===== src/hw/spds_defs.vh =====
// Purpose: Constants for the sensor power down sequencer controller
// Assumes: 9-bit register address, 16-bit register data, SPI mode 0
// Notes:   Register addresses are the sensor's configuration addresses
`ifndef SPDS_DEFS_VH
`define SPDS_DEFS_VH

// Sensor register addresses
`define SPDS_REG_PLL_SOFT_RESET      9'h008
`define SPDS_REG_CLOCK_GEN_RESET     9'h009
`define SPDS_REG_CORE_SOFT_RESET     9'h00A
`define SPDS_REG_PLL_POWER           9'h010
`define SPDS_REG_CLOCK_MGMT_CONFIG   9'h014
`define SPDS_REG_CLOCK_DISTRIBUTION  9'h020
`define SPDS_REG_LOGIC_BLOCK_ENABLE  9'h022
`define SPDS_REG_COLUMN_MUX_ENABLE   9'h028
`define SPDS_REG_FRONT_END_ENABLE    9'h030
`define SPDS_REG_BIAS_ENABLE         9'h040
`define SPDS_REG_CHARGE_PUMP_ENABLE  9'h048
`define SPDS_REG_SERIAL_TX_ENABLE    9'h070
`define SPDS_REG_SEQUENCER_CONTROL   9'h0C0

// Data values
`define SPDS_DATA_ZERO               16'h0000
`define SPDS_DATA_CHARGE_PUMP_OFF    16'h0200
`define SPDS_DATA_CORE_SOFT_RESET    16'h0999
`define SPDS_DATA_CLOCK_GEN_RESET    16'h0009
`define SPDS_DATA_PLL_SOFT_RESET     16'h0099
`define SPDS_CLK_OFF_SER8_PLL        16'h200C
`define SPDS_CLK_OFF_SER8_NOPLL      16'h2008
`define SPDS_CLK_OFF_SER10_PLL       16'h2004
`define SPDS_CLK_OFF_SER10_NOPLL     16'h2000
`define SPDS_CLK_OFF_PAR10           16'h200C

// Sequencer control fields
`define SPDS_SEQ_ENABLE_BIT          0
`define SPDS_SEQ_MODE_MSB            6
`define SPDS_SEQ_MODE_LSB            1

// Bias block occupies addresses 64 to 71: upper six address bits
`define SPDS_BIAS_BLOCK              6'h08

// Variant codes
`define SPDS_VAR_SER8                2'h0
`define SPDS_VAR_SER10               2'h1
`define SPDS_VAR_PAR10               2'h2

// Sequence step indices
`define SPDS_STEP_W                  4
`define SPDS_STEP_DISABLE            4'h0
`define SPDS_STEP_PD_FIRST           4'h1
`define SPDS_STEP_PD_LAST            4'h6
`define SPDS_STEP_CM2_FIRST          4'h7
`define SPDS_STEP_CM2_LAST           4'h9
`define SPDS_STEP_CM1_FIRST          4'hA
`define SPDS_STEP_CM1_LAST           4'hC

// SPI frame: write bit, 9 address bits, 16 data bits
`define SPDS_FRAME_BITS              26
`define SPDS_BIT_CNT_W               5
`define SPDS_SPI_HALF_DIV            5
`define SPDS_DIV_W                   3
`define SPDS_WRITE_FLAG              1'h1
`define SPDS_GAP_CYCLES              4

`endif


===== src/hw/spds_controller.v =====
// Purpose: Drives the sensor through stop, soft power down and clock shutdown over SPI
// Assumes: SPI mode 0, MSB first, frame = write flag, 9-bit address, 16-bit data
// Notes:   The sensor's reset pin is released when a later start, stop or user write frame loads, in the same cycle the clock gate reopens
`timescale 1ns/100ps
`include "spds_defs.vh"

// Function
// - Stop sequencer by writing 192 bit0 zero, keeping mode bits.
// - Soft power down writes 112, 48, 40, 72=0x0200, 64 in order.
// - Last power down write puts 0x0999 into register 10.
// - Clock part 2 writes 34, then variant value to 32, then 9=0x0009.
// - Logic clock off value chosen by output variant and PLL use.
// - Clock part 1 writes 16=0, 8=0x0099, then 20=0.
// - Hold sensor reset asserted before its input clock is stopped.
// - Gain, exposure, windowing changes allowed in any state via user writes.
// - Shutter mode change refused while the sequencer runs.
// - Static registers written only while sequencer enable bit is zero.
// - Sequences write only their documented registers; user writes go to the address given, static ones refused while running.
// - Start sequencer by writing 192 bit0 one with mode bits.
module spds_controller (
   // Clock and reset
   input  wire        sys_clk,
   input  wire        rst,
   // User orders
   input  wire        start_req,
   input  wire        stop_req,
   input  wire        power_down_req,
   input  wire [1:0]  variant,
   input  wire        pll_used,
   input  wire [5:0]  mode_bits,
   input  wire        user_wr_req,
   input  wire [8:0]  user_wr_addr,
   input  wire [15:0] user_wr_data,
   output wire        busy,
   output reg         running,
   output reg         user_wr_refused,
   output reg         power_down_done,
   // Sensor reset and clock gate
   output reg         sensor_reset,
   output reg         sensor_clk_enable,
   // SPI to the sensor
   output reg         spi_sclk,
   output reg         spi_cs_n,
   output reg         spi_mosi
);

   // Top-level states
   localparam [4:0] ST_IDLE  = 5'h01;
   localparam [4:0] ST_LOAD  = 5'h02;
   localparam [4:0] ST_SHIFT = 5'h04;
   localparam [4:0] ST_GAP   = 5'h08;
   localparam [4:0] ST_CLKOFF = 5'h10;

   // Job kinds
   localparam [1:0] JOB_SEQ  = 2'h0;
   localparam [1:0] JOB_USER = 2'h1;
   localparam [1:0] JOB_PD   = 2'h2;

   reg [4:0]                  state;
   reg [1:0]                  job;
   reg [`SPDS_STEP_W-1:0]     step;
   reg                        seq_on;
   reg [`SPDS_FRAME_BITS-1:0] shift;
   reg [`SPDS_BIT_CNT_W-1:0]  bit_cnt;
   reg [`SPDS_DIV_W-1:0]      div;
   reg [2:0]                  gap;
   reg [8:0]                  usr_addr;
   reg [15:0]                 usr_data;

   // Logic clock off value for the variant
   function [15:0] clk_off_value;
      input [1:0] var_sel;
      input       pll;
      begin
         case (var_sel)
            `SPDS_VAR_SER8:  clk_off_value = pll ? `SPDS_CLK_OFF_SER8_PLL
                                                 : `SPDS_CLK_OFF_SER8_NOPLL;
            `SPDS_VAR_SER10: clk_off_value = pll ? `SPDS_CLK_OFF_SER10_PLL
                                                 : `SPDS_CLK_OFF_SER10_NOPLL;
            default:         clk_off_value = `SPDS_CLK_OFF_PAR10;
         endcase
      end
   endfunction

   // Address of a power down step
   function [8:0] step_addr;
      input [`SPDS_STEP_W-1:0] s;
      begin
         case (s)
            4'h1:    step_addr = `SPDS_REG_SERIAL_TX_ENABLE;
            4'h2:    step_addr = `SPDS_REG_FRONT_END_ENABLE;
            4'h3:    step_addr = `SPDS_REG_COLUMN_MUX_ENABLE;
            4'h4:    step_addr = `SPDS_REG_CHARGE_PUMP_ENABLE;
            4'h5:    step_addr = `SPDS_REG_BIAS_ENABLE;
            4'h6:    step_addr = `SPDS_REG_CORE_SOFT_RESET;
            4'h7:    step_addr = `SPDS_REG_LOGIC_BLOCK_ENABLE;
            4'h8:    step_addr = `SPDS_REG_CLOCK_DISTRIBUTION;
            4'h9:    step_addr = `SPDS_REG_CLOCK_GEN_RESET;
            4'hA:    step_addr = `SPDS_REG_PLL_POWER;
            4'hB:    step_addr = `SPDS_REG_PLL_SOFT_RESET;
            4'hC:    step_addr = `SPDS_REG_CLOCK_MGMT_CONFIG;
            default: step_addr = `SPDS_REG_SEQUENCER_CONTROL;
         endcase
      end
   endfunction

   // Data of a power down step
   function [15:0] step_data;
      input [`SPDS_STEP_W-1:0] s;
      input [1:0]              var_sel;
      input                    pll;
      input [5:0]              mode;
      begin
         case (s)
            4'h4:    step_data = `SPDS_DATA_CHARGE_PUMP_OFF;
            4'h6:    step_data = `SPDS_DATA_CORE_SOFT_RESET;
            4'h8:    step_data = clk_off_value(var_sel, pll);
            4'h9:    step_data = `SPDS_DATA_CLOCK_GEN_RESET;
            4'hB:    step_data = `SPDS_DATA_PLL_SOFT_RESET;
            4'h0:    step_data = {9'h000, mode, 1'h0};
            default: step_data = `SPDS_DATA_ZERO;
         endcase
      end
   endfunction

   // Static register check: writable only with the sequencer off
   function is_static;
      input [8:0] a;
      begin
         is_static = (a == `SPDS_REG_CLOCK_DISTRIBUTION) ||
                     (a == `SPDS_REG_COLUMN_MUX_ENABLE) ||
                     (a == `SPDS_REG_FRONT_END_ENABLE) ||
                     (a[8:3] == `SPDS_BIAS_BLOCK) ||
                     (a == `SPDS_REG_SERIAL_TX_ENABLE) ||
                     (a == `SPDS_REG_SEQUENCER_CONTROL);
      end
   endfunction

   assign busy = (state != ST_IDLE);

   // Main sequencing and SPI shifter
   always @(posedge sys_clk or posedge rst) begin
      if (rst) begin
         state             <= ST_IDLE;
         job               <= JOB_SEQ;
         step              <= `SPDS_STEP_DISABLE;
         seq_on            <= 1'b0;
         shift             <= {`SPDS_FRAME_BITS{1'b0}};
         bit_cnt           <= {`SPDS_BIT_CNT_W{1'b0}};
         div               <= {`SPDS_DIV_W{1'b0}};
         gap               <= 3'h0;
         usr_addr          <= 9'h000;
         usr_data          <= 16'h0000;
         running           <= 1'b0;
         user_wr_refused   <= 1'b0;
         power_down_done   <= 1'b0;
         sensor_reset      <= 1'b0;
         sensor_clk_enable <= 1'b1;
         spi_sclk          <= 1'b0;
         spi_cs_n          <= 1'b1;
         spi_mosi          <= 1'b0;
      end else begin
         user_wr_refused <= 1'b0;
         case (state)
            ST_IDLE: begin
               if (power_down_req) begin
                  job             <= JOB_PD;
                  step            <= `SPDS_STEP_DISABLE;
                  power_down_done <= 1'b0;
                  state           <= ST_LOAD;
               end else if (stop_req || start_req) begin
                  job    <= JOB_SEQ;
                  step   <= `SPDS_STEP_DISABLE;
                  seq_on <= start_req && !stop_req;
                  state  <= ST_LOAD;
               end else if (user_wr_req) begin
                  // Static registers refused while acquiring; others pass
                  if (running && is_static(user_wr_addr)) begin
                     user_wr_refused <= 1'b1;
                  end else begin
                     job      <= JOB_USER;
                     usr_addr <= user_wr_addr;
                     usr_data <= user_wr_data;
                     state    <= ST_LOAD;
                  end
               end
            end
            ST_LOAD: begin
               sensor_clk_enable <= 1'b1;
               if (job == JOB_USER) begin
                  shift <= {`SPDS_WRITE_FLAG, usr_addr, usr_data};
               end else if (job == JOB_SEQ) begin
                  shift <= {`SPDS_WRITE_FLAG, `SPDS_REG_SEQUENCER_CONTROL,
                            9'h000, mode_bits, seq_on};
               end else begin
                  shift <= {`SPDS_WRITE_FLAG, step_addr(step),
                            step_data(step, variant, pll_used, mode_bits)};
               end
               spi_cs_n <= 1'b0;
               spi_sclk <= 1'b0;
               bit_cnt  <= {`SPDS_BIT_CNT_W{1'b0}};
               div      <= {`SPDS_DIV_W{1'b0}};
               state    <= ST_SHIFT;
            end
            ST_SHIFT: begin
               spi_mosi <= shift[`SPDS_FRAME_BITS-1];
               if (div == `SPDS_SPI_HALF_DIV - 1) begin
                  div      <= {`SPDS_DIV_W{1'b0}};
                  spi_sclk <= ~spi_sclk;
                  if (spi_sclk) begin
                     // Falling edge: advance to the next bit
                     shift <= {shift[`SPDS_FRAME_BITS-2:0], 1'b0};
                     if (bit_cnt == `SPDS_FRAME_BITS - 1) begin
                        spi_cs_n <= 1'b1;
                        gap      <= 3'h0;
                        state    <= ST_GAP;
                     end else begin
                        bit_cnt <= bit_cnt + 5'h01;
                     end
                  end
               end else begin
                  div <= div + 3'h1;
               end
            end
            ST_GAP: begin
               spi_mosi <= 1'b0;
               if (gap == `SPDS_GAP_CYCLES - 1) begin
                  if (job == JOB_PD && step != `SPDS_STEP_CM1_LAST) begin
                     step  <= step + 4'h1;
                     state <= ST_LOAD;
                  end else if (job == JOB_PD) begin
                     running      <= 1'b0;
                     sensor_reset <= 1'b1;
                     state        <= ST_CLKOFF;
                  end else begin
                     if (job == JOB_SEQ) begin
                        running <= seq_on;
                     end
                     state <= ST_IDLE;
                  end
               end else begin
                  gap <= gap + 3'h1;
               end
            end
            ST_CLKOFF: begin
               // Reset already asserted a cycle before the clock gate drops
               sensor_clk_enable <= 1'b0;
               power_down_done   <= 1'b1;
               state             <= ST_IDLE;
            end
            default: state <= ST_IDLE;
         endcase
         if (job == JOB_PD && state == ST_GAP && step == `SPDS_STEP_DISABLE) begin
            running <= 1'b0;
         end
         if (state == ST_LOAD && job != JOB_PD) begin
            sensor_reset <= 1'b0;
         end
      end
   end

   // Sequences use only the listed addresses; user writes to static addresses are refused while running, others pass

endmodule


===== config.mk =====
export PLATFORM = sky130hd
export DESIGN_NAME = spds_controller
export DESIGN_NICKNAME = d
export VERILOG_FILES = /design/src/hw/spds_controller.v
export VERILOG_INCLUDE_DIRS = /design/src /design/src/hw
export SDC_FILE = /design/constraint.sdc
export NUM_CORES = 1
export LEC_CHECK = 0
export BUFFER_PORTS_ARGS = -buffer_cell sky130_fd_sc_hd__buf_4
export CAP_MARGIN = 15
export CORE_MARGIN = 3
export CORE_UTILIZATION = 40
export CTS_BUF_LIST = sky130_fd_sc_hd__clkbuf_8
export DETAILED_ROUTE_END_ITERATION = 16
export GPL_ROUTABILITY_DRIVEN = 0
export SYNTH_ARGS = -nofsm -noshare
export SYNTH_HDL_FRONTEND = slang
export SYNTH_SLANG_ARGS = --single-unit

===== constraint.sdc =====
create_clock -name sys_clk -period 4.9 [get_ports sys_clk]
set_input_delay 0.49 -clock sys_clk [delete_from_list [all_inputs] [get_ports sys_clk]]
set_output_delay 0.49 -clock sys_clk [all_outputs]
set_load 0.02 [all_outputs]

# Word-level counts from Yosys, hierarchy flattened
# Memories as Yosys holds them, arrays and structs flattened.
# Index checks and enable logic that the tools add are counted.
# Widths: inputs -> output; s select.
dict set report word_totals {
  regBits 82
  mem_bits_ro 128
  input_bits 40
  out_inout_bits 9
  word_cells 173
  n_memories 1
}
# memory words word_bits read_ports rd_ports_with_merged_regs write_ports line
set memory_table {}
lappend memory_table {{(no name shown)} 16 8 1 0 0 spds_controller.v:89} ;# case (s)
dict set report op_classes {
  add_sub_neg 4
  n_eq_ne 39
  muxes 66
  n_bitwise 4
  n_reduce_logical 41
}
# operator n
set ops {}
lappend ops {{$pmux 14 s6} 1}
lappend ops {{$mux 5} 13}
lappend ops {{$mux 26} 2}
lappend ops {{$pmux 26 s2} 1}
lappend ops {{$mux 25} 2}
lappend ops {{$eq 9x6->1 const B} 3}
lappend ops {{$mux 1} 21}
lappend ops {{$mux 3} 7}
lappend ops {{$pmux 5 s4} 1}
lappend ops {{$reduce_and 4->1} 5}
lappend ops {{$reduce_bool 2->1} 10}
lappend ops {{$ne 2x2->1 const B} 9}
lappend ops {{$mux 4} 4}
lappend ops {{$pmux 4 s2} 2}
lappend ops {{$eq 4x4->1 const B} 3}
lappend ops {{$ne 4x4->1 const B} 3}
lappend ops {{$pmux 3 s2} 2}
lappend ops {{$eq 5x5->1 const B} 2}
lappend ops {{$pmux 1 s2} 5}
lappend ops {{$pmux 5 s2} 1}
lappend ops {{$reduce_and 5->1} 2}
lappend ops {{$eq 9x7->1 const B} 1}
lappend ops {{$eq 9x8->1 const B} 1}
lappend ops {{$reduce_and 3->1} 3}
lappend ops {{26 further kinds} 50}

# Logic depth before layout (Yosys ltp)
# Gate-level depths: netlist of run 1.
dict set report logic_depth {
  ltp_word 12
  ltp_mapped 8
  ltp_nobuf 7
}

# Least setup slack after synthesis of run 1
# No wires, ideal clock.
dict set report synth_path {
  path_type {register to register}
  startpoint {register state[0]}
  endpoint {register usr_addr[0]}
  setup_ps 127
  arrival_ps 2050
  setup_slack_ps 2723
  path_stages_with_launch 8
  synth_period_minus_slack_ps 2177
  path_cell_list {dfstp_2 > or3b_1 > nor3_2 > nand3_1 > nor2b_1 > buf_4 > buf_6 > mux2_1}
}
dict set report synth_via {
  elab_chain_len 2
}
# item line
set synth_rtl {}
lappend synth_rtl {{from (decl)} spds_controller.v:59} ;# reg [4:0] state;
lappend synth_rtl {{from (signal assigned)} spds_controller.v:144} ;# state <= ST_IDLE;
lappend synth_rtl {{from (signal assigned)} spds_controller.v:170} ;# state <= ST_LOAD;
lappend synth_rtl {{from (signal assigned)} spds_controller.v:175} ;# state <= ST_LOAD;
lappend synth_rtl {{$eq 5x1->1} spds_controller.v:164} ;# case (state)
lappend synth_rtl {{$reduce_and 5->1 (no line)} --}
lappend synth_rtl {{to (signal assigned)} spds_controller.v:182} ;# usr_addr <= user_wr_addr;
lappend synth_rtl {{to (decl)} spds_controller.v:67} ;# reg [8:0] usr_addr;
# Every way passes these cells.
# A chain may end at the register's enable or synchronous reset.

# Worst setup path in the final report of run 1
dict set report layout_path {
  startpoint {register state[0]}
  endpoint {register usr_addr[3]}
}
# The elaborated chain is that of the path after synthesis.

==> results of run 1 <==
-- through the flow --
step / instances / setup WS, ns / hold slack (ns)
after global routing: 603 / 2.04 / 0.211
after CTS: 603 / 2.20 / 0.181
after global placement: 587 / 2.23 / 0.455
after floorplan: 426 / 2.31 / 0.439
after detailed placement: 587 / 2.21 / 0.468
final: 603 / 2.23 / 0.171
-- sequential cells by signal, indices dropped and copies added, names as in the netlist, 2 cells and up --
register and count:
step 4, usr_addr 9, shift 26, state 5
div 3, bit_cnt 5, job 2, gap 3
usr_data 16
-- metal layers --
layer / routed length (µm) / share of wire / GRT usage
met4: 108 / 0.011 / 0.0649
met2: 4360 / 0.45 / 0.270
met1: 4880 / 0.50 / 0.256
met3: 383 / 0.039 / 0.0257
met5: 0 / 0 / 0
-- logic make-up after synthesis --
family | after synthesis | share of synthesized area
XOR/XNOR | 4 | 0.00832
flip-flops | 82 | 0.488
buffers and inverters | 41 | 0.0431
multiplexers | 37 | 0.0966
adder cells (fa/ha/maj) | 11 | 0.0327
AO/OA/AOI/OAI | 116 | 0.171
AND/OR/NAND/NOR | 135 | 0.160
-- area by class of cell --
cell class / instances / area share
well taps: 133 / 0.0342
inverters: 15 / 0.0118
flip-flops and latches: 82 / 0.423
multi-input cells: 303 / 0.406
clock buffers: 9 / 0.0255
repair buffers: 54 / 0.0834
clock inverters: 7 / 0.0160
-- where the power goes --
part	total (mW)	switching [mW]	leakage, nW	internal [mW]
Clock	0.506	0.267	0.0885	0.239
Combinational	0.0548	0.0276	1.08	0.0271
Sequential	0.683	0.00342	1.07	0.680
Total	1.24	0.299	2.24	0.946
-- path summary, 6_finish.rpt --
kind | start | end | slack (ns) | cells after the start
min reg2reg | shift[25] | spi_mosi | 0.47 | 2
min | rst | bit_cnt[2] | 0.17 | 2
min in group sys_clk | stop_req | seq_on | 0.30 | 2
max | state[0] | usr_addr[3] | 2.23 | 6
max in group asynchronous | rst | step[1] | 3.71 | 3
max reg2reg | state[0] | usr_addr[3] | 2.23 | 6
-- worst max-delay path, stage by stage, from the launching register on --
cell     delay [ns]
dfstp_2        0.58
or3b_1         0.41
nor3_2         0.32
nand3_1        0.21
nor2b_2        0.30
buf_4          0.36
mux2_2         0.37
-- cells in the final DEF, fill, tap and decap left out, types with 5 or more instances in the layout --
cell type / Yosys / final
dfrtp_1: 79 / 79
buf_4: 2 / 54
nand2_1: 39 / 39
nor2_1: 38 / 38
a21oi_1: 30 / 30
mux2_1: 22 / 22
o21ai_0: 21 / 21
o21ai_1: 19 / 19
nand3_1: 16 / 16
inv_1: 15 / 14
ha_1: 11 / 11
clkbuf_8: 0 / 9
nor2b_1: 9 / 8
mux2i_1: 8 / 8
mux2_2: 7 / 7
nor3_1: 6 / 6
nand2b_1: 5 / 5
a31oi_1: 5 / 5
==> flow_summary_export.csv, run 1 <==
group,metric,value,unit
synthesis,avgSynthCellArea,9.88,µm²
synthesis,synthesis.nets,477,
clock_network,numCtsBuffers,9,
pwr,power_leakage,2.24,nW
clock_network,clk_path_buf_depth,2,
global_routing,grt_pass1_vias,3247,
clock_network,htreeDepth,3,
clock_network,tritoncts,"built",
clock_network,cts_setup_buffers,0,
drt,drt-pass1-iter-count,4,
worst_setup_path,crit_arrival,2.92,ns
drt,vias,3249,
timing,min_period,2.67,ns
drt,ant_nets,0,
synthesis,ys_seq_elements,82,
floorplanning,num_rows,36,
layout,multiInputGateArea,1970,µm²
synthesis,netlist_top_cells_count,"dfrtp_1, nand2_1, nor2_1",
timing,worst_slew_pin_slew,1.01,ns
run,cap_violations,0,
pwr,max-vdd-ir-drop,0.120,mV
synthesis,synth.area.top_cells,"dfrtp_1, mux2_1, a21oi_1",
clock_network,worstSkewPairLatency,0.36,ns
worst_setup_path,path_class,"flip-flop to flip-flop",
place,io_buffer_count,48,
synthesis,yosys.area.top_type,"dfrtp_1",
layout,nets,516,
clock_network,cts_hold_buf,0,
synthesis,synth_top_area_share,0.470,
drt,drt_iter0_drc,182,
clock_network,path_clk_slew,0.09,ns
layout,diodes,0,
clock_network,cts_root_buffer,"clkbuf_8",
timing,setup_violations,0,
pwr,finalPower,1.24,mW
drt,drc,0,
layout,post-route-cell-area,4860,µm²
synthesis,seq_area_frac_synth,0.488,
synthesis,synthCells,426,
synthesis,synth_warnings,0,
layout,drive_gt1_frac,0.187,
worst_setup_path,cp_max_fo,22,
global_routing,grt_pass1_wl,16200,µm
timing,rsz0062_at_grt,"false",
global_routing,grt_usage,0.177,
layout,layout.area.seq,2060,µm²
worst_setup_path,end_kind,"flip-flop",
synthesis,synth_edf_count,0,
synthesis,synth_area,4210,µm²
worst_setup_path,start_kind,"flip-flop",
floorplanning,io_pins,49,
run_status,status,"finished clean",
synthesis,ys.flop_type,"dfrtp_1",
layout,final_util,0.486,
layout,area_growth,15.5,%
drt,post_drt_wl_per_cell,16.1,µm
synthesis,ys_async_sr_fraction,1.00,
clock_network,cts.sink_count,82,
place,placed_area,4660,µm²
place,dp_hpwl,6990,µm
pwr,powerDensity,256,nW/µm²
timing,fin_tns_setup,0,ns
global_routing,antenna_found_initial,0,
layout,fill_cells,960,
synthesis,synth_most_common_cell,"dfrtp_1",
timing,slew_violations,0,
worst_setup_path,cp.required,5.15,ns
floorplanning,initial_core_util,0.421,
hold_path,min_path_type,"input port to asynchronous set/reset pin",
synthesis,ys_types,56,
global_routing,grt_max_degree,50,
timing,hold_violations,0,
drt,via_per_inst,5.39,
floorplanning,core_region_area,10000,µm²
timing,fmax,374,MHz
floorplanning,fp.dieH,109,µm
floorplanning,chipWidth,109,µm
clock_network,post_cts_resized,0,
timing,fin_skew,0.00664,ns
drt,routed_wl,9720,µm
floorplanning,die-area,11800,µm²
global_routing,overflow,0,
timing,post-route-period-util,0.545,
timing,slew_headroom,0.328,
Note: power is estimated with default switching activity, not from simulation.
==> run 2, diff against run 1 <==
- clock period: 4.9 -> 2.1 ns (I/O delays scaled with it)
==> run 2 against run 1 <==
Final cell count rose by 5.1%. Critical path depth did not move. Sequential share of layout area fell by 2.8 points. Via count rose by 4.2%. Core utilization rose by 3.4 points. Largest cell class unchanged.
==> flow_summary_export.csv, run 2 (same netlist as run 1, synthesis figures left out) <==
group,metric,value,unit
worst_setup_path,cp_cell_sequence,"or3b_4, nor3_4, nand3_2, nor2b_4, buf_12, mux2_2",
place,io_buffer_count,48,
timing,min_period,2.07,ns
layout,max_flop_register,"shift",
drt,ant_nets,0,
layout,mostFrequentLayoutCell,"dfrtp_1",
run_status,status,"finished clean",
worst_setup_path,path_class,"flip-flop to flip-flop",
floorplanning,fp.dieH,109,µm
hold_path,min_path_type,"input port to flip-flop",
layout,nets,547,
drt,routed_wl,10100,µm
clock_network,cts_root_buffer,"clkbuf_8",
timing,worst_slew_pin_slew,0.454,ns
worst_setup_path,cp.required,2.34,ns
layout,top_regs,"shift (26), usr_data (16), usr_addr (9)",
timing,fin_tns_setup,0,ns
floorplanning,num_rows,36,
floorplanning,io_pins,49,
drt,post_drt_wl_per_cell,16.0,µm
drt,drt-pass1-iter-count,4,
worst_setup_path,crit_arrival,2.31,ns
timing,hold_violations,0,
global_routing,grt_pass1_wl,16900,µm
place,dp_hpwl,7520,µm
layout,area_growth,23.6,%
timing,fin_skew,0.0103,ns
clock_network,htreeDepth,3,
run,cap_violations,0,
global_routing,grt_pass1_vias,3296,
timing,fin_ws,0.0332,ns
floorplanning,initial_core_util,0.421,
clock_network,path_clk_slew,0.08,ns
worst_setup_path,max_stage_delay,0.56,ns
layout,mostFrequentLayoutCells,"dfrtp_1, buf_4, nand2_1, nor2_1, a21oi_1",
worst_setup_path,end_kind,"flip-flop",
clock_network,worstSkewPairLatency,0.36,ns
worst_setup_path,cp_max_fo,19,
global_routing,overflow,0,
timing,fmax,484,MHz
timing,slew_headroom,0.692,
layout,largest_reg_flops,26,
drt,via_per_inst,5.34,
timing,slew_violations,0,
clock_network,clk_path_buf_depth,2,
place,pre_cts_ws,0.0117,ns
clock_network,numCtsBuffers,9,
floorplanning,die-area,11800,µm²
clock_network,cts.sink_count,82,
layout,drive_gt1_frac,0.265,
timing,post-route-period-util,0.984,
drt,drc,0,
pwr,powerDensity,530,nW/µm²
global_routing,antenna_found_initial,0,
timing,setup_violations,0,
pwr,finalPower,2.76,mW
worst_setup_path,start_kind,"flip-flop",
drt,drt_iter0_drc,165,
pwr,power_leakage,2.43,nW
floorplanning,chipWidth,109,µm
global_routing,grt_max_degree,83,
global_routing,grt_usage,0.187,
floorplanning,core_region_area,10000,µm²
drt,vias,3386,
layout,diodes,0,
pwr,max-vdd-ir-drop,0.290,mV
timing,rsz0062_at_grt,"true",
worst_setup_path,crit_path_top_delay_cell,"dfstp_2",
clock_network,tritoncts,"built",
[run 2: cell types whose count changed in the layout (fill, tap and decap cells not counted), moves of 2 or more]
cell,previous run,this run
buf_12,0,4
buf_4,54,77
buf_6,0,3
clkinv_2,1,3
inv_6,2,0
mux2_1,22,13
mux2_4,0,9
or2_1,2,0
or2_4,0,2
[run 2: worst paths after layout]
check	cells after the start	from	to	slack (ns)
max	6	state[0]	usr_addr[7]	0.03
min	2	stop_req	seq_on	0.03
max reg2reg	6	state[0]	usr_addr[7]	0.03
min reg2reg	2	shift[25]	spi_mosi	0.48
max in group asynchronous	4	rst	spi_cs_n	1.18
min in group asynchronous	4	rst	shift[14]	0.50
[run 2: worst max-delay path: cells and delay by family, from the launching register on]
family	cells	cell delay, ns
AND/OR/NAND/NOR	4	0.87
flip-flops	1	0.56
multiplexers	1	0.34
buffers and inverters	1	0.18
[run 2: report_power, final]
| group | switching, mW | internal [mW] |
|---|---|---|
| Clock | 0.575 | 0.451 |
| Sequential | 0.00510 | 1.59 |
| Combinational | 0.0717 | 0.0697 |
[run 2: timing repair]
item,in CTS,in global routing
setup endpoints to repair,7,30
resized for setup,2,11
cloned,0,0
pin swaps,0,2
setup buffers,0,2
hold buffers,1,0
hold endpoints to repair,79,0
[run 2: final cells by class]
cell class	instances	area [µm²]
Inverter	15	60.1
Sequential cell	82	2060
Multi-Input combinational cell	303	2050
Clock buffer	10	138
Tap cell	133	166
Timing Repair Buffer	85	702
Fill cell	919	4800
Clock inverter	6	33.8
[run 2: stage by stage]
step                hold slack, ns  std cells  cell area (µm²)  utilization
floorplan                    0.296        426             4250            -
detailed placement           0.375        615             4960        0.496
finish                      0.0266        634             5200        0.520
CTS                         0.0123        632             5150        0.515
global route                0.0111        634             5200        0.520
global placement             0.370        615             4960        0.496
[run 2: per-layer routing]
metal	vias to the layer above	part of all wire	global-route usage
met4	0	0.031	0.0947
met3	21	0.029	0.0251
met2	57	0.46	0.271
li1	1660	-	-
met1	1648	0.48	0.274
met5	-	0	0
